--- config.mk ---
export PLATFORM = sky130hd
export DESIGN_NAME = sacs_adc_seq
export DESIGN_NICKNAME = d
export VERILOG_FILES = /design/src/sacs_adc_seq.v /design/src/sacs_tad_gen.v
export VERILOG_INCLUDE_DIRS = /design/src
export SDC_FILE = /design/constraint.sdc
export NUM_CORES = 1
export LEC_CHECK = 0
export BUFFER_PORTS_ARGS = -buffer_cell sky130_fd_sc_hd__buf_2
export CORE_MARGIN = 4
export CORE_UTILIZATION = 55
export DETAILED_ROUTE_END_ITERATION = 6
export PLACE_DENSITY_LB_ADDON = 0.1
export SLEW_MARGIN = 20
export SYNTH_ARGS = -nofsm -noshare
export SYNTH_HDL_FRONTEND = slang
export SYNTH_HIERARCHICAL = 1
export SYNTH_SLANG_ARGS = --single-unit
--- constraint.sdc ---
create_clock -name i_clk -period 5.4 [get_ports i_clk]
set_input_delay 1.08 -clock i_clk [delete_from_list [all_inputs] [get_ports i_clk]]
set_output_delay 1.08 -clock i_clk [all_outputs]
set_load 0.005 [all_outputs]
--- src/sacs_regs.vh ---
// Register map, field layout and timing constants for the converter sequencer
`ifndef SACS_REGS_VH
`define SACS_REGS_VH

// ----------------------------------------------------------------------------
// Register addresses
// ----------------------------------------------------------------------------
`define SACS_ADDR_CTRL 4'h0
`define SACS_ADDR_PCFG 4'h1
`define SACS_ADDR_RESH 4'h2
`define SACS_ADDR_RESL 4'h3
`define SACS_ADDR_FLAG 4'h4
`define SACS_ADDR_PORT 4'h5
`define SACS_ADDR_DIR 4'h6

// ----------------------------------------------------------------------------
// Control register fields
// ----------------------------------------------------------------------------
`define SACS_CTRL_CS_HI 7
`define SACS_CTRL_CS_LO 6
`define SACS_CTRL_CH_HI 5
`define SACS_CTRL_CH_LO 3
`define SACS_CTRL_GO 2
`define SACS_CTRL_PWR 0
`define SACS_CTRL_RST 8'h00
`define SACS_PCFG_RST 8'h00
`define SACS_DIR_RST 8'hFF
`define SACS_FLAG_BIT 0
`define SACS_FLAG_IE 1
`define SACS_PCFG_FMT 5

// ----------------------------------------------------------------------------
// Clock select encodings and divisors
// ----------------------------------------------------------------------------
`define SACS_CS_DIV2 2'h0
`define SACS_CS_DIV8 2'h1
`define SACS_CS_DIV32 2'h2
`define SACS_CS_RC 2'h3
`define SACS_HALF_DIV2 5'h00
`define SACS_HALF_DIV8 5'h03
`define SACS_HALF_DIV32 5'h0F

// ----------------------------------------------------------------------------
// Sequencing in half periods: 11.5 periods = 23 halves, gap 2 periods = 4
// ----------------------------------------------------------------------------
`define SACS_CONV_HALVES 5'h17
`define SACS_GAP_HALVES 5'h04
`define SACS_NUM_BITS 4'hA
`define SACS_RC_TYP_NS 4000
`define SACS_RC_TYP_EXT_NS 6000
`define SACS_CLK_NS 10

`endif

--- src/sacs_adc_seq.v ---
// Converter clock select, conversion sequencing, abort and result registers
// Functional notes
// - Full conversion lasts 11.5 bit periods
// - Four clock sources: div2, div8, div32, RC
// - Select codes 00, 01, 10, 11
// - Two period gap, capacitor disconnected, after done
// - Done loads result, clears busy, sets flag
// - Clearing busy aborts; result kept
// - After abort wait two periods, then acquire
// - Analog pins read zero on port
// - Output pins still converted from driven level
// - Sequencing ignores channel and direction bits
// - Mid-run switch to a faster divisor shortens remaining bits
// - Acquisition identical for any resolution
// - Holding capacitor never discharged between conversions
// - RC typical period 4us standard, 6us extended
`timescale 1ns/1ps
`include "sacs_regs.vh"

module sacs_adc_seq #(
  parameter EXTENDED = 0,
  parameter RC_HALF_CYCLES = (EXTENDED ? `SACS_RC_TYP_EXT_NS : `SACS_RC_TYP_NS) / (2 * `SACS_CLK_NS)
) (
  // Clock and reset
  input wire i_clk,
  input wire i_srst,
  // Register port
  input wire [3:0] i_addr,
  input wire [7:0] i_wdata,
  input wire i_wr,
  input wire i_rd,
  output reg [7:0] o_rdata,
  // Pins and comparator
  input wire [7:0] i_pin_in,
  input wire [7:0] i_pin_out,
  input wire i_cmp_high,
  // Analog front end control
  output reg o_sample_connect,
  output reg [2:0] o_mux_sel,
  output reg o_dac_load,
  output reg [9:0] o_dac_code,
  output reg o_done_flag,
  output reg o_busy
);

  // ----------------------------------------------------------------------------
  // Helpers
  // ----------------------------------------------------------------------------
  // Analog pin mask per port configuration code
  function [7:0] analog_mask;
    input [3:0] cfg;
    begin
      case (cfg)
        4'h0: analog_mask = 8'hFF;
        4'h1: analog_mask = 8'hF7;
        4'h2: analog_mask = 8'h1F;
        4'h3: analog_mask = 8'h17;
        4'h4: analog_mask = 8'h0B;
        4'h5: analog_mask = 8'h03;
        4'h6, 4'h7: analog_mask = 8'h00;
        4'h8: analog_mask = 8'hF3;
        4'h9: analog_mask = 8'h3F;
        4'hA: analog_mask = 8'h37;
        4'hB: analog_mask = 8'h33;
        4'hC: analog_mask = 8'h13;
        4'hD: analog_mask = 8'h03;
        4'hE: analog_mask = 8'h01;
        default: analog_mask = 8'h01;
      endcase
    end
  endfunction

  function is_addr;
    input [3:0] a;
    input [3:0] b;
    begin
      is_addr = (a == b);
    end
  endfunction

  // ----------------------------------------------------------------------------
  // States
  // ----------------------------------------------------------------------------
  localparam ST_IDLE = 2'h0;
  localparam ST_CONV = 2'h1;
  localparam ST_GAP = 2'h2;

  reg [1:0] state_ff;
  reg [1:0] nxt_state;
  reg [4:0] half_ff;
  reg [4:0] nxt_half;
  reg [7:0] ctrl_ff;
  reg [7:0] pcfg_ff;
  reg [7:0] dir_ff;
  reg [7:0] resh_ff;
  reg [7:0] resl_ff;
  reg ie_ff;
  reg [9:0] sar_ff;
  reg [3:0] bit_ff;
  reg [7:0] pin_meta_ff;
  reg [7:0] pin_sync_ff;
  reg cmp_meta_ff;
  reg cmp_sync_ff;
  wire half_tick;
  wire wr_ctrl;
  wire pwr;
  wire go_clear;
  wire go_set;
  wire conv_end;
  wire div_run;

  assign wr_ctrl = i_wr && is_addr(i_addr, `SACS_ADDR_CTRL);
  assign pwr = ctrl_ff[`SACS_CTRL_PWR];
  // Start only honoured while powered; refused in the gap so no stale start bit lingers
  assign go_set = wr_ctrl && i_wdata[`SACS_CTRL_GO] && pwr && i_wdata[`SACS_CTRL_PWR] && (state_ff != ST_GAP);
  assign go_clear = wr_ctrl && (!i_wdata[`SACS_CTRL_GO] || !i_wdata[`SACS_CTRL_PWR]);
  assign conv_end = (state_ff == ST_CONV) && half_tick && (half_ff == `SACS_CONV_HALVES - 5'h01);
  // Abort restarts the divider, so the recovery gap is two whole periods
  assign div_run = (state_ff == ST_GAP) || ((state_ff == ST_CONV) && ((nxt_state == ST_CONV) || conv_end));

  // ----------------------------------------------------------------------------
  // Bit clock
  // ----------------------------------------------------------------------------
  sacs_tad_gen #(
    .RC_HALF_CYCLES(RC_HALF_CYCLES)
  ) u_tad (
    .i_clk(i_clk),
    .i_srst(i_srst),
    .i_run(div_run),
    .i_sel(ctrl_ff[`SACS_CTRL_CS_HI:`SACS_CTRL_CS_LO]),
    .o_half_tick(half_tick)
  );

  // ----------------------------------------------------------------------------
  // Synchronisers for pins and comparator
  // ----------------------------------------------------------------------------
  always @(posedge i_clk) begin
    if (i_srst) begin
      pin_meta_ff <= 8'h00;
      pin_sync_ff <= 8'h00;
      cmp_meta_ff <= 1'b0;
      cmp_sync_ff <= 1'b0;
    end else begin
      pin_meta_ff <= i_pin_in;
      pin_sync_ff <= pin_meta_ff;
      cmp_meta_ff <= i_cmp_high;
      cmp_sync_ff <= cmp_meta_ff;
    end
  end

  // ----------------------------------------------------------------------------
  // Sequencer
  // ----------------------------------------------------------------------------
  // Channel and direction bits never gate the sequence
  always @* begin
    nxt_state = state_ff;
    nxt_half = half_ff;
    case (state_ff)
      ST_IDLE: begin
        nxt_half = 5'h00;
        if (go_set) begin
          nxt_state = ST_CONV;
        end
      end
      ST_CONV: begin
        if (go_clear || !pwr) begin
          nxt_state = ST_GAP;
          nxt_half = 5'h00;
        end else if (conv_end) begin
          nxt_state = ST_GAP;
          nxt_half = 5'h00;
        end else if (half_tick) begin
          nxt_half = half_ff + 5'h01;
        end
      end
      ST_GAP: begin
        if (half_tick && half_ff == `SACS_GAP_HALVES - 5'h01) begin
          nxt_state = ST_IDLE;
          nxt_half = 5'h00;
        end else if (half_tick) begin
          nxt_half = half_ff + 5'h01;
        end
      end
      default: begin
        nxt_state = ST_IDLE;
        nxt_half = 5'h00;
      end
    endcase
  end

  always @(posedge i_clk) begin
    if (i_srst) begin
      state_ff <= ST_IDLE;
      half_ff <= 5'h00;
    end else begin
      state_ff <= nxt_state;
      half_ff <= nxt_half;
    end
  end

  // ----------------------------------------------------------------------------
  // Successive approximation: one bit per period after the first period
  // ----------------------------------------------------------------------------
  always @(posedge i_clk) begin
    if (i_srst) begin
      sar_ff <= 10'h000;
      bit_ff <= 4'h0;
    end else if (state_ff != ST_CONV || nxt_state != ST_CONV) begin
      sar_ff <= 10'h200;
      bit_ff <= `SACS_NUM_BITS;
    end else if (half_tick && half_ff[0] && half_ff != 5'h01 && bit_ff != 4'h0) begin
      // Decision on each full period; faster clock shortens later bits
      sar_ff[bit_ff - 4'h1] <= cmp_sync_ff;
      if (bit_ff > 4'h1) begin
        sar_ff[bit_ff - 4'h2] <= 1'b1;
      end
      bit_ff <= bit_ff - 4'h1;
    end
  end

  // ----------------------------------------------------------------------------
  // Registers
  // ----------------------------------------------------------------------------
  always @(posedge i_clk) begin
    if (i_srst) begin
      ctrl_ff <= `SACS_CTRL_RST;
      pcfg_ff <= `SACS_PCFG_RST;
      dir_ff <= `SACS_DIR_RST;
      resh_ff <= 8'h00;
      resl_ff <= 8'h00;
      ie_ff <= 1'b0;
      o_done_flag <= 1'b0;
    end else begin
      if (wr_ctrl) begin
        ctrl_ff <= {i_wdata[7:3], go_set, 1'b0, i_wdata[`SACS_CTRL_PWR]};
      end else if (conv_end) begin
        ctrl_ff[`SACS_CTRL_GO] <= 1'b0;
      end
      if (i_wr && is_addr(i_addr, `SACS_ADDR_PCFG)) begin
        pcfg_ff <= {2'h0, i_wdata[`SACS_PCFG_FMT], 1'b0, i_wdata[3:0]};
      end
      if (i_wr && is_addr(i_addr, `SACS_ADDR_DIR)) begin
        dir_ff <= i_wdata;
      end
      // Result only on normal end; aborts keep last value
      if (conv_end && !go_clear) begin
        // Last bit is already decided in the register by now
        if (pcfg_ff[`SACS_PCFG_FMT]) begin
          resh_ff <= {6'h00, sar_ff[9:8]};
          resl_ff <= sar_ff[7:0];
        end else begin
          resh_ff <= sar_ff[9:2];
          resl_ff <= {sar_ff[1:0], 6'h00};
        end
      end else begin
        if (i_wr && is_addr(i_addr, `SACS_ADDR_RESH)) begin
          resh_ff <= i_wdata;
        end
        if (i_wr && is_addr(i_addr, `SACS_ADDR_RESL)) begin
          resl_ff <= i_wdata;
        end
      end
      // Set wins over a software clear in the same cycle
      if (conv_end && !go_clear) begin
        o_done_flag <= 1'b1;
      end else if (i_wr && is_addr(i_addr, `SACS_ADDR_FLAG)) begin
        o_done_flag <= i_wdata[`SACS_FLAG_BIT];
      end
      if (i_wr && is_addr(i_addr, `SACS_ADDR_FLAG)) begin
        ie_ff <= i_wdata[`SACS_FLAG_IE];
      end
    end
  end

  // ----------------------------------------------------------------------------
  // Read port and front end outputs
  // ----------------------------------------------------------------------------
  always @(posedge i_clk) begin
    if (i_srst) begin
      o_rdata <= 8'h00;
    end else if (i_rd) begin
      case (i_addr)
        `SACS_ADDR_CTRL: o_rdata <= {ctrl_ff[7:3], ctrl_ff[`SACS_CTRL_GO], 1'b0, ctrl_ff[0]};
        `SACS_ADDR_PCFG: o_rdata <= pcfg_ff;
        `SACS_ADDR_RESH: o_rdata <= resh_ff;
        `SACS_ADDR_RESL: o_rdata <= resl_ff;
        `SACS_ADDR_FLAG: o_rdata <= {6'h00, ie_ff, o_done_flag};
        `SACS_ADDR_PORT: o_rdata <= pin_sync_ff & ~analog_mask(pcfg_ff[3:0]);
        `SACS_ADDR_DIR: o_rdata <= dir_ff;
        default: o_rdata <= 8'h00;
      endcase
    end else begin
      o_rdata <= 8'h00;
    end
  end

  // Same acquisition path for every resolution; no discharge control exists
  always @(posedge i_clk) begin
    if (i_srst) begin
      o_sample_connect <= 1'b0;
      o_mux_sel <= 3'h0;
      o_dac_load <= 1'b0;
      o_dac_code <= 10'h000;
      o_busy <= 1'b0;
    end else begin
      o_sample_connect <= pwr && (nxt_state == ST_IDLE);
      // Driven pins reach the mux too; the pad mixes the level in
      o_mux_sel <= ctrl_ff[`SACS_CTRL_CH_HI:`SACS_CTRL_CH_LO];
      o_dac_load <= (state_ff == ST_CONV);
      o_dac_code <= sar_ff;
      o_busy <= (nxt_state == ST_CONV);
    end
  end

endmodule // sacs_adc_seq

--- src/sacs_tad_gen.v ---
// Per-bit conversion clock generator: half-period tick from oscillator or RC
`timescale 1ns/1ps
`include "sacs_regs.vh"

module sacs_tad_gen #(
  parameter RC_HALF_CYCLES = 200
) (
  // Clock and reset
  input wire i_clk,
  input wire i_srst,
  // Control
  input wire i_run,
  input wire [1:0] i_sel,
  // Half-period tick
  output reg o_half_tick
);

  // ----------------------------------------------------------------------------
  // Divider
  // ----------------------------------------------------------------------------
  reg [15:0] cnt_ff;
  reg [15:0] lim;
  reg [15:0] nxt_cnt;

  // Terminal count per source; RC stands in as a fixed-rate divider
  always @* begin
    case (i_sel)
      `SACS_CS_DIV2: lim = {11'h000, `SACS_HALF_DIV2};
      `SACS_CS_DIV8: lim = {11'h000, `SACS_HALF_DIV8};
      `SACS_CS_DIV32: lim = {11'h000, `SACS_HALF_DIV32};
      default: lim = RC_HALF_CYCLES[15:0] - 16'h0001;
    endcase
  end

  // Restart on idle; a mid-run divisor change applies at once to the count already under way
  always @* begin
    if (!i_run || cnt_ff >= lim) begin
      nxt_cnt = 16'h0000;
    end else begin
      nxt_cnt = cnt_ff + 16'h0001;
    end
  end

  // Count and tick registers
  always @(posedge i_clk) begin
    if (i_srst) begin
      cnt_ff <= 16'h0000;
      o_half_tick <= 1'b0;
    end else begin
      cnt_ff <= nxt_cnt;
      o_half_tick <= i_run && (cnt_ff >= lim);
    end
  end

endmodule // sacs_tad_gen

==> results of run 1 <==
==> registers in the layout, indices dropped and copies added, names as in the netlist, named ones only <==
signal and count:
cmp_meta_ff 1, ie_ff 1, resh_ff 8, ctrl_ff 7
u_tad/o_half_tick 1, pin_sync_ff 8, o_dac_code 10, half_ff 5
dir_ff 8, bit_ff 4, o_dac_load 1, sar_ff 10
o_mux_sel 3, cmp_sync_ff 1, o_done_flag 1, u_tad/cnt_ff 16
pin_meta_ff 8, pcfg_ff 5, o_sample_connect 1, state_ff 2
o_busy 1, o_rdata 8, resl_ff 8
==> critical path, delay by kind of cell <==
kind	cells	cell delay [ps]
AND/OR/NAND/NOR	6	2010
AO/OA/AOI/OAI	1	320
buffers and inverters	1	220
==> logic make-up after synthesis <==
logic type / count (synthesis) / share of synthesized area
AOI/OAI and AO/OA: 118 / 0.147
other: 1 / 0.000665
adders and majority gates: 27 / 0.0599
and+or+nand+nor: 248 / 0.239
xor gates and xnor gates: 19 / 0.0295
DFF: 125 / 0.444
muxes: 22 / 0.0397
buffers and inverters: 54 / 0.0404
==> routing by layer <==
metal | wire length [um] | share of wire | track usage
met1 | 6150 | 0.46 | 0.314
met2 | 6240 | 0.46 | 0.364
met3 | 857 | 0.063 | 0.0586
met4 | 252 | 0.019 | 0.0882
met5 | 0 | 0 | 0
==> power groups by stage <==
stage / clock (mW) / sequential [mW] / combinational [mW]
finish: 1.15 / 0.949 / 0.102
global route: 1.21 / 0.950 / 0.112
detailed placement: 0 / 0.969 / 0.0999
floorplan: 0 / 0.964 / 0.0692
global placement: 0 / 0.968 / 0.0976
CTS: 1.17 / 0.949 / 0.101
==> metrics by stage <==
step / power (mW) / utilization
4_1_cts: 2.22 / 0.665
6_report: 2.20 / 0.665
2_1_floorplan: 1.03 / -
3_5_place_dp: 1.07 / 0.604
3_3_place_gp: 1.07 / 0.604
5_1_grt: 2.27 / 0.665
==> worst max-delay path by stage <==
stage / slack, ps / endpoint
after CTS: 2240 / u_tad/cnt_ff[7]
after global routing: 2110 / u_tad/cnt_ff[5]
after floorplan: 2030 / u_tad/cnt_ff[1]
after global placement: 1750 / u_tad/cnt_ff[8]
after detailed placement: 1690 / u_tad/cnt_ff[7]
final: 2210 / u_tad/cnt_ff[2]
==> cells in the final DEF, fill, tap and decap left out, drive strengths merged, types with 17 or more instances in the layout <==
cell    synthesis  routed
a21oi          33      33
a221oi         17      17
buf             5      52
clkbuf         25      17
dfxtp         125     125
ha             27      27
inv            24      28
mux2i          19      19
nand2          54      54
nand3          17      17
nor2           46      46
nor2b          44      44
nor3           32      32
o21ai          22      22
==> area by class of cell <==
type / count / area share
multi-input combinational: 441 / 0.447
sequential: 125 / 0.381
clock buffer: 17 / 0.0631
timing repair buffer: 52 / 0.0408
clock inverter: 15 / 0.0286
tap: 133 / 0.0254
inverter: 24 / 0.0137
==> summary.md, run 1 <==
| Metric | Value |
|---|---|
| Drt total wl | `13500 um` |
| Estimated wirelength of the detail-placed design | `9480 um` |
| Synth warn | `6` |
| Period utilisation layout | `0.591` |
| Worst R2R Start | `state_ff[0]` |
| DR pass1 iterations | `6` |
| I/O pin total | `58` |
| Initial DRC count | `408` |
| Worst hold margin | `435 ps` |
| Cell taking the most area after synthesis | `dfxtp_1` |
| Rel. slew slack | `0.449` |
| Highest Clock Rate | `313 MHz` |
| R2R Path End | `u_tad/cnt_ff[2]` |
| Core area | `9860 um2` |
| Kind of critical path | `in2reg` |
| WP data arrival | `3630 ps` |
| Critical Path Start Type | `input pin` |
| Outcome | `complete, no violations` |
| Final Skew | `9.64 ps` |
| Total Routing Usage GR | `0.234` |
| Setup slack, reg-to-reg | `2820 ps` |
| Die Ht | `109 um` |
| DP Worst Slack | `1690 ps` |
| PnR worst setup slack | `2210 ps` |
| Placer Congestion | `0.916` |
| Via count | `4659` |
| PD cells | `335 nW/um2` |
| Max Cap Viol | `0` |
| Synth Instances | `614` |
| Longest Clk Path Bufs | `2` |
| Top-count cell post-synth | `dfxtp_1` |
| Worst hold path depth | `1` |
| Clk network pwr share | `0.521` |
| Fin crit period | `3190 ps` |
| Number of synthesized flops with an enable pin | `0` |
| Final non-filler cell total | `807` |
| Layout cells sized above 1 | `0.160` |
| Clock root buffer master | `clkbuf_8` |
| Reg clk slew, reported paths | `60 ps` |
| Crit path largest cell delay | `700 ps` |
| Largest net degree at the start of global routing | `58` |
| Via density per instance | `5.77` |
| Critical path origin | `i_addr[2]` |
| R2R depth | `9` |
| Row Count | `36` |
| Worst Hold Class | `reg2reg` |
| Number of antenna violations at the first check in global routing | `0` |
| Prevailing post-synth register cell | `dfxtp_1` |
| Worst EP required | `5840 ps` |
| Die span in x | `109 um` |
| Fill count | `797` |
| Post-Synthesis Cell Area | `5640 um2` |
| Postcts setup bufs | `0` |
| Internal Power | `1.69 mW` |
| # hold bufs at CTS | `0` |
| Worst-path fanout max | `16` |
| Avg Synthesized Cell Area | `9.19 um2` |
| Slew @ Worst Pin | `827 ps` |
| Post-synth top cells | `125 x dfxtp_1, 53 x nand2_1, 46 x nor2_1` |
| NetSw | `511 uW` |
| Drt wl/cell | `16.7 um` |
| Async set-reset flop share out of synthesis | `0` |
| Sequential fraction of the synthesis area | `0.444` |
| Gate power share | `0.046` |
| Crit. End Element | `flip-flop` |
| Vias in the first global route | `4346` |
| Residual DRC | `0` |
| Cts bufs inserted | `17` |
| Worst Hold End | `pin_sync_ff[2]` |
| Clock Latency Late Sink | `520 ps` |
| #FFs+latches synth | `125` |
| Synth cell types | `66` |
| Crit path cell chain | `buf_2 -> or4b_1 -> o41ai_2 -> and4b_2 -> or3_1 -> nand2b_1 -> or4_4 -> nor3_2` |
| P&R area growth vs syn | `16.3%` |
| Multi-input gate area | `2930 um2` |
| Post-CTS sizing | `0` |
| Sequential Power Share | `0.432` |
| Setup violators final | `0` |
| Final hold violations | `0` |
| Leakage | `2.59 nW` |
| Sequential cell area | `2500 um2` |
| Sw frac | `0.233` |
| Grt total ovfl | `0` |
| CTS H-tree lvls | `4` |
| HP Start | `pin_meta_ff[2]` |
| Worst vdd ir | `193 uV` |
| Post-route cell area | `6560 um2` |
| IO Port Bufs | `49` |
| RSZ-0062 raised after global routing | `no` |
| Top post-synthesis cells by area | `dfxtp_1 44%, ha_1 6.0%, nor2b_1 4.9%, nand2_1 3.5%, mux2i_1 3.4%` |
| # clock sinks | `125` |
| Yosys top cell area share | `0.444` |
| Post-DRT Antenna Nets | `0` |
| Setup tns final | `0 ps` |
| Nets | `721` |
| Global-route wire length before repair | `21600 um` |
| Slew Limit Fails | `0` |
| Die ar. | `11900 um2` |
| Placement Cell Area | `5960 um2` |
| Initial Util | `0.572` |
| Inst Count DP | `775` |
| Critical path's slowest cell | `or4b_1` |
| N_diodes | `0` |
| CTS tree | `built` |
No activity file was read; power rests on OpenSTA's default activity.
==> run 2, diff against run 1 <==
- CORE_UTILIZATION: 55 -> 53
- clock period: 5.4 -> 2.85 ns (I/O delays scaled with it)
==> run 2 against run 1 <==
  * Die area up 3.5%
  * Largest power group unchanged
  * Combinational power is 100% higher
  * Clock power is 75% higher
  * Sequential power up 90%
  * Power up 83%
  * Non-clock buffer count increased by 16
  * Register-to-register slack worse by 2500 ps
  * Sequential share of layout area shrank 0.40 points
  * Sequential cell count stayed put
  * Via count down 0.13%
==> summary.md, run 2 (synthesis gave the netlist of run 1 again) <==
| Metric | Value |
|---|---|
| Initial Util | `0.546 (-0.0254)` |
| Clock root buffer master | `clkbuf_8` |
| Worst vdd ir | `356 uV (+84%)` |
| Grt total ovfl | `0 (unchanged)` |
| Sequential Power Share | `0.447 (+0.015)` |
| Row Count | `37 (+2.8%)` |
| Slew @ Worst Pin | `729 ps (-97.2 ps)` |
| PD cells | `606 nW/um2 (+81%)` |
| Nets | `737 (+2.2%)` |
| Fin crit period | `2540 ps` |
| Placer Congestion | `0.883 (-3.6%)` |
| Worst-path fanout max | `9 (-7)` |
| Slew Limit Fails | `0 (unchanged)` |
| Critical Path Start Type | `flip-flop` |
| Drt total wl | `13600 um (+0.71%)` |
| Vias in the first global route | `4587 (+5.5%)` |
| Leakage | `2.65 nW (+2.3%)` |
| NetSw | `854 uW (+67%)` |
| Largest net degree at the start of global routing | `30 (-48%)` |
| Final Skew | `5.66 ps (-3.98 ps)` |
| Placement Cell Area | `6080 um2 (+2.1%)` |
| Post-route cell area | `6630 um2 (+1.1%)` |
| Setup violators final | `0 (unchanged)` |
| Cts bufs inserted | `17 (unchanged)` |
| Drt wl/cell | `16.5 um (-1.2%)` |
| Commonest non-fill, non-tap cells in the layout | `125 x dfxtp_1, 53 x nand2_1, 49 x buf_2` |
| Crit. End Element | `flip-flop` |
| Outcome | `complete, no violations` |
| Initial DRC count | `426 (+4.4%)` |
| Biggest regs | `u_tad/cnt_ff x16, o_dac_code x10, sar_ff x10` |
| Postcts setup bufs | `0 (unchanged)` |
| Longest Clk Path Bufs | `2 (unchanged)` |
| Max Cap Viol | `0 (unchanged)` |
| Layout cells sized above 1 | `0.172 (+0.0115)` |
| Worst Hold Class | `in2reg` |
| P&R area growth vs syn | `17.6%` |
| Die ar. | `12400 um2 (+3.5%)` |
| Total Routing Usage GR | `0.229 (-0.00530)` |
| Die Ht | `111 um (+1.7%)` |
| RSZ-0062 raised after global routing | `no` |
| CTS tree | `built` |
| Highest Clock Rate | `393 MHz` |
| Via count | `4653 (-0.13%)` |
| Worst hold path depth | `2 (+1)` |
| Clock Latency Late Sink | `510 ps (about the same)` |
| Commonest non-fill, non-tap cell in the layout | `dfxtp_1` |
| Die span in x | `111 um (+1.7%)` |
| # hold bufs at CTS | `0 (unchanged)` |
| Kind of critical path | `reg2reg` |
| Rel. slew slack | `0.509 (+0.0596)` |
| Number of antenna violations at the first check in global routing | `0 (unchanged)` |
| Final hold violations | `0 (unchanged)` |
| Residual DRC | `0 (unchanged)` |
| WP data arrival | `2980 ps (-650 ps)` |
| Biggest register | `u_tad/cnt_ff` |
| I/O pin total | `58 (unchanged)` |
| Worst hold margin | `262 ps (-172 ps)` |
| N_diodes | `0 (unchanged)` |
| DR pass1 iterations | `5 (-1)` |
| Reg clk slew, reported paths | `50 ps (about the same)` |
| Global-route wire length before repair | `22900 um (+6.2%)` |
| R2R depth | `9 (unchanged)` |
| Period utilisation layout | `0.893` |
| Post-CTS sizing | `0 (unchanged)` |
| CTS H-tree lvls | `4 (unchanged)` |
| Via density per instance | `5.65 (-2.1%)` |
| Post-DRT Antenna Nets | `0 (unchanged)` |
| Core area | `10300 um2 (+4.7%)` |
| Internal Power | `3.17 mW (+88%)` |
| Worst EP required | `3290 ps (-2550 ps)` |
| Largest register FFs | `16 (unchanged)` |
| # clock sinks | `125 (unchanged)` |
| Clk network pwr share | `0.501 (-0.020)` |
| Estimated wirelength of the detail-placed design | `9780 um (+3.2%)` |
| IO Port Bufs | `49 (unchanged)` |
| Gate power share | `0.051 (+0.005)` |
| Sw frac | `0.213 (-0.0199)` |
run 2: cell count changes in the layout (fill, tap and decap cells not counted):
cell        change
buf_4          +16
clkbuf_1        +3
clkinv_2        +4
clkinv_4        -4
clkinvlp_4      -2
inv_6           -4
run 2: metrics by stage:
stage	TNS, ps	std cells	setup slack, ps	utilization	power (mW)
after floorplan	0	620	21.1	-	1.96
after global placement	0	794	11.7	0.589	2.03
after detailed placement	-369	794	-65.3	0.589	2.04
after CTS	0	823	308	0.642	4.06
after global routing	0	823	131	0.642	4.18
final	0	823	305	0.642	4.02
run 2: power groups by stage:
stage                     Clock (mW)  Combinational (mW)  Sequential, mW
final                           2.01               0.207            1.80
after global routing            2.15               0.228            1.80
after CTS                       2.05               0.204            1.80
after detailed placement           0               0.203            1.84
after global placement             0               0.199            1.83
after floorplan                    0               0.132            1.83
run 2: final timing paths:
kind | end | slack, ps | from
worst max-delay path | u_tad/cnt_ff[2] | 310 | state_ff[0]
worst min-delay path | pin_meta_ff[6] | 260 | i_pin_in[6]
worst max register to register | u_tad/cnt_ff[2] | 310 | state_ff[0]
worst min register to register | cmp_sync_ff | 430 | cmp_meta_ff
run 2: cell type report:
class / count / area [um2]
inverter: 24 / 90.1
clock inverter: 9 / 123
tap: 136 / 170
sequential: 125 / 2500
clock buffer: 20 / 425
timing repair buffer: 68 / 388
fill: 865 / 3690
multi-input combinational: 441 / 2930
run 2: critical path, stage by stage, from the launching register on:
cell      delay, ps
dfxtp_1         380
inv_1           120
ha_1            260
nand4b_1        250
o41ai_2         240
and4b_2         270
or3_1           100
nand2b_1         60
or4_4           580
nor3_2          200
run 2: per-layer routing:
metal	wire (um)	track usage	vias to the layer above
li1	-	-	2302
met1	6300	0.308	2168
met2	6210	0.356	157
met3	889	0.0644	26
met4	191	0.0706	0
met5	0	0	-
==> run 3, diff against run 2 <==
==> constraint.sdc (replaced) <==
create_clock -name i_clk -period 2.85 [get_ports i_clk]
set_input_delay 0.285 -clock i_clk [delete_from_list [all_inputs] [get_ports i_clk]]
set_output_delay 0.285 -clock i_clk [all_outputs]
set_load 0.005 [all_outputs]
==> run 3 against run 2 <==
  * Hold slack lost 200 ps
  * Via count grew 1.1%
  * Fmax grew 2.4%
  * Register-to-register slack gained 60 ps
  * Power grew 1.4%
  * Count of clock-buffer cells in the layout grew 1
  * Sequential power is essentially flat
  * Sequential cell count is the same
  * Critical path depth shrank 2
  * Largest power group unchanged
  * Highest routed layer unchanged
==> summary.md, run 3 (synthesis gave the netlist of run 1 again) <==
| Metric | Value |
|---|---|
| IO Port Bufs | `49 (unchanged)` |
| Rel. slew slack | `0.516 (+0.00696)` |
| R2R Path End | `sar_ff[5]` |
| Setup slack, reg-to-reg | `360 ps (+60 ps)` |
| DR pass1 iterations | `6 (+1)` |
| Vias in the first global route | `4590 (+0.065%)` |
| Slew @ Worst Pin | `719 ps (-10.3 ps)` |
| Nets | `744 (+0.95%)` |
| Estimated wirelength of the detail-placed design | `10000 um (+2.2%)` |
| Residual DRC | `0 (unchanged)` |
| Longest Clk Path Bufs | `2 (unchanged)` |
| Post-DRT Antenna Nets | `0 (unchanged)` |
| # clock sinks | `125 (unchanged)` |
| Via density per instance | `5.66 (about the same)` |
| Outcome | `complete, no violations` |
| Worst EP required | `3250 ps (-40 ps)` |
| Initial DRC count | `456 (+7.0%)` |
| Biggest regs | `u_tad/cnt_ff x16, o_dac_code x10, sar_ff x10` |
| Total Routing Usage GR | `0.234 (+0.00525)` |
| P&R area growth vs syn | `19.3%` |
| Global-route wire length before repair | `23300 um (+1.7%)` |
| Layout cells sized above 1 | `0.172 (+0.000653)` |
| I/O pin total | `58 (unchanged)` |
| Fin crit period | `2490 ps (-59.3 ps)` |
| Worst hold margin | `65.5 ps (-197 ps)` |
| Largest register FFs | `16 (unchanged)` |
| Sequential cell area | `2500 um2 (unchanged)` |
| Worst hold path depth | `3 (+1)` |
| Initial Util | `0.546 (unchanged)` |
| PD cells | `606 nW/um2 (about the same)` |
| Die Ht | `111 um (unchanged)` |
| Multi-input gate area | `2930 um2 (unchanged)` |
| Period utilisation layout | `0.872 (-0.0208)` |
| Drt wl/cell | `17.0 um (+3.2%)` |
| Die ar. | `12400 um2 (unchanged)` |
| Biggest register | `u_tad/cnt_ff` |
| Critical Path Start Type | `flip-flop` |
| Placer Congestion | `0.879 (-0.35%)` |
| CTS H-tree lvls | `4 (unchanged)` |
| Kind of critical path | `reg2reg` |
| Highest Clock Rate | `402 MHz (+2.4%)` |
| Core area | `10300 um2 (unchanged)` |
| Largest net degree at the start of global routing | `31 (+3.3%)` |
| Inst Count DP | `792 (-0.25%)` |
| Worst vdd ir | `372 uV (+4.5%)` |
| Final hold violations | `0 (unchanged)` |
| Setup tns final | `0 ps (unchanged)` |
| Number of antenna violations at the first check in global routing | `0 (unchanged)` |
| Drt total wl | `14200 um (+4.3%)` |
| Fill count | `888 (+2.7%)` |
| Slew Limit Fails | `0 (unchanged)` |
| Worst R2R Start | `bit_ff[1]` |
| Worst Hold Class | `in2reg` |
| CP endpoint | `sar_ff[5]` |
| Die span in x | `111 um (unchanged)` |
| Clock Latency Late Sink | `520 ps (about the same)` |
| Reg clk slew, reported paths | `60 ps (about the same)` |
| Cts bufs inserted | `17 (unchanged)` |
| Via count | `4706 (+1.1%)` |
| RSZ-0062 raised after global routing | `no` |
| Commonest non-fill, non-tap cells in the layout | `125 x dfxtp_1, 53 x nand2_1, 49 x buf_2` |
| Crit. End Element | `flip-flop` |
| R2R depth | `7 (-2)` |
| Leakage | `2.68 nW (+1.2%)` |
| Final Skew | `5.39 ps (-0.273 ps)` |
| WP data arrival | `2880 ps (-100 ps)` |
| Critical path origin | `bit_ff[1]` |
| Worst-path fanout max | `14 (+5)` |
| CTS tree | `built` |
| Setup violators final | `0 (unchanged)` |
| Max Cap Viol | `0 (unchanged)` |
| Grt total ovfl | `0 (unchanged)` |
| Row Count | `37 (unchanged)` |
| Final non-filler cell total | `832 (+1.1%)` |
| N_diodes | `0 (unchanged)` |
| Commonest non-fill, non-tap cell in the layout | `dfxtp_1` |
| Clock root buffer master | `clkbuf_8` |
run 3: cell types whose count changed in the layout (fill, tap and decap cells not counted):
| cell | delta |
|---|---|
| clkbuf_1 | -2 |
| dlygate4sd3_1 | +9 |
| buf_4 | -2 |
| inv_6 | +1 |
| clkinv_2 | -2 |
| bufinv_16 | -1 |
| clkinvlp_4 | +3 |
| clkbuf_8 | +3 |
run 3: layer usage:
| layer | up-vias | part of all wire | GRT usage |
|---|---|---|---|
| met1 | 2184 | 0.43 | 0.298 |
| met4 | 0 | 0.019 | 0.0884 |
| met3 | 28 | 0.078 | 0.0611 |
| met2 | 179 | 0.47 | 0.380 |
| li1 | 2315 | - | - |
| met5 | - | 0 | 0 |
run 3: final cells by class:
class,count,share of cell area
Clock buffer,21,0.0682
Clock inverter,10,0.0169
Inverter,24,0.0134
Multi-Input combinational cell,441,0.436
Sequential cell,125,0.372
Tap cell,136,0.0253
Timing Repair Buffer,75,0.0688
run 3: worst min-delay path by stage:
stage | start | end
final | i_wdata[7] | ctrl_ff[7]
after global routing | i_wdata[5] | ctrl_ff[5]
after CTS | i_wdata[7] | ctrl_ff[7]
after detailed placement | cmp_meta_ff | cmp_sync_ff
after global placement | pin_meta_ff[0] | pin_sync_ff[0]
after floorplan | i_wdata[1] | dir_ff[1]
run 3: where the power goes:
group	leakage [nW]	switching, mW	internal, mW
sequential	1.02	0.0193	1.78
clock	0.272	0.757	1.30
combinational	1.39	0.131	0.0852
run 3: stage by stage:
| step | worst slack, ps | cell area (um2) | utilization | total power [mW] |
|---|---|---|---|---|
| floorplan | 278 | 5660 | - | 1.96 |
| global placement | 246 | 6070 | 0.588 | 2.03 |
| detailed placement | 179 | 6070 | 0.588 | 2.04 |
| CTS | 358 | 6730 | 0.652 | 4.11 |
| global route | 188 | 6730 | 0.652 | 4.22 |
| finish | 365 | 6730 | 0.652 | 4.08 |
run 3: timing repair:
| action | in CTS | in global routing |
|---|---|---|
| hold buffers | 9 | 0 |
| hold endpoints to repair | 9 | 0 |
| resized for setup | 0 | 0 |
| setup buffers | 0 | 0 |
run 3: critical path, stage by stage (launching register included):
cell and delay, ps:
dfxtp_1 360, inv_1 200, ha_1 350, or3b_2 480, and3_1 370, and2_1 260
a221oi_1 250, nor3_1 80
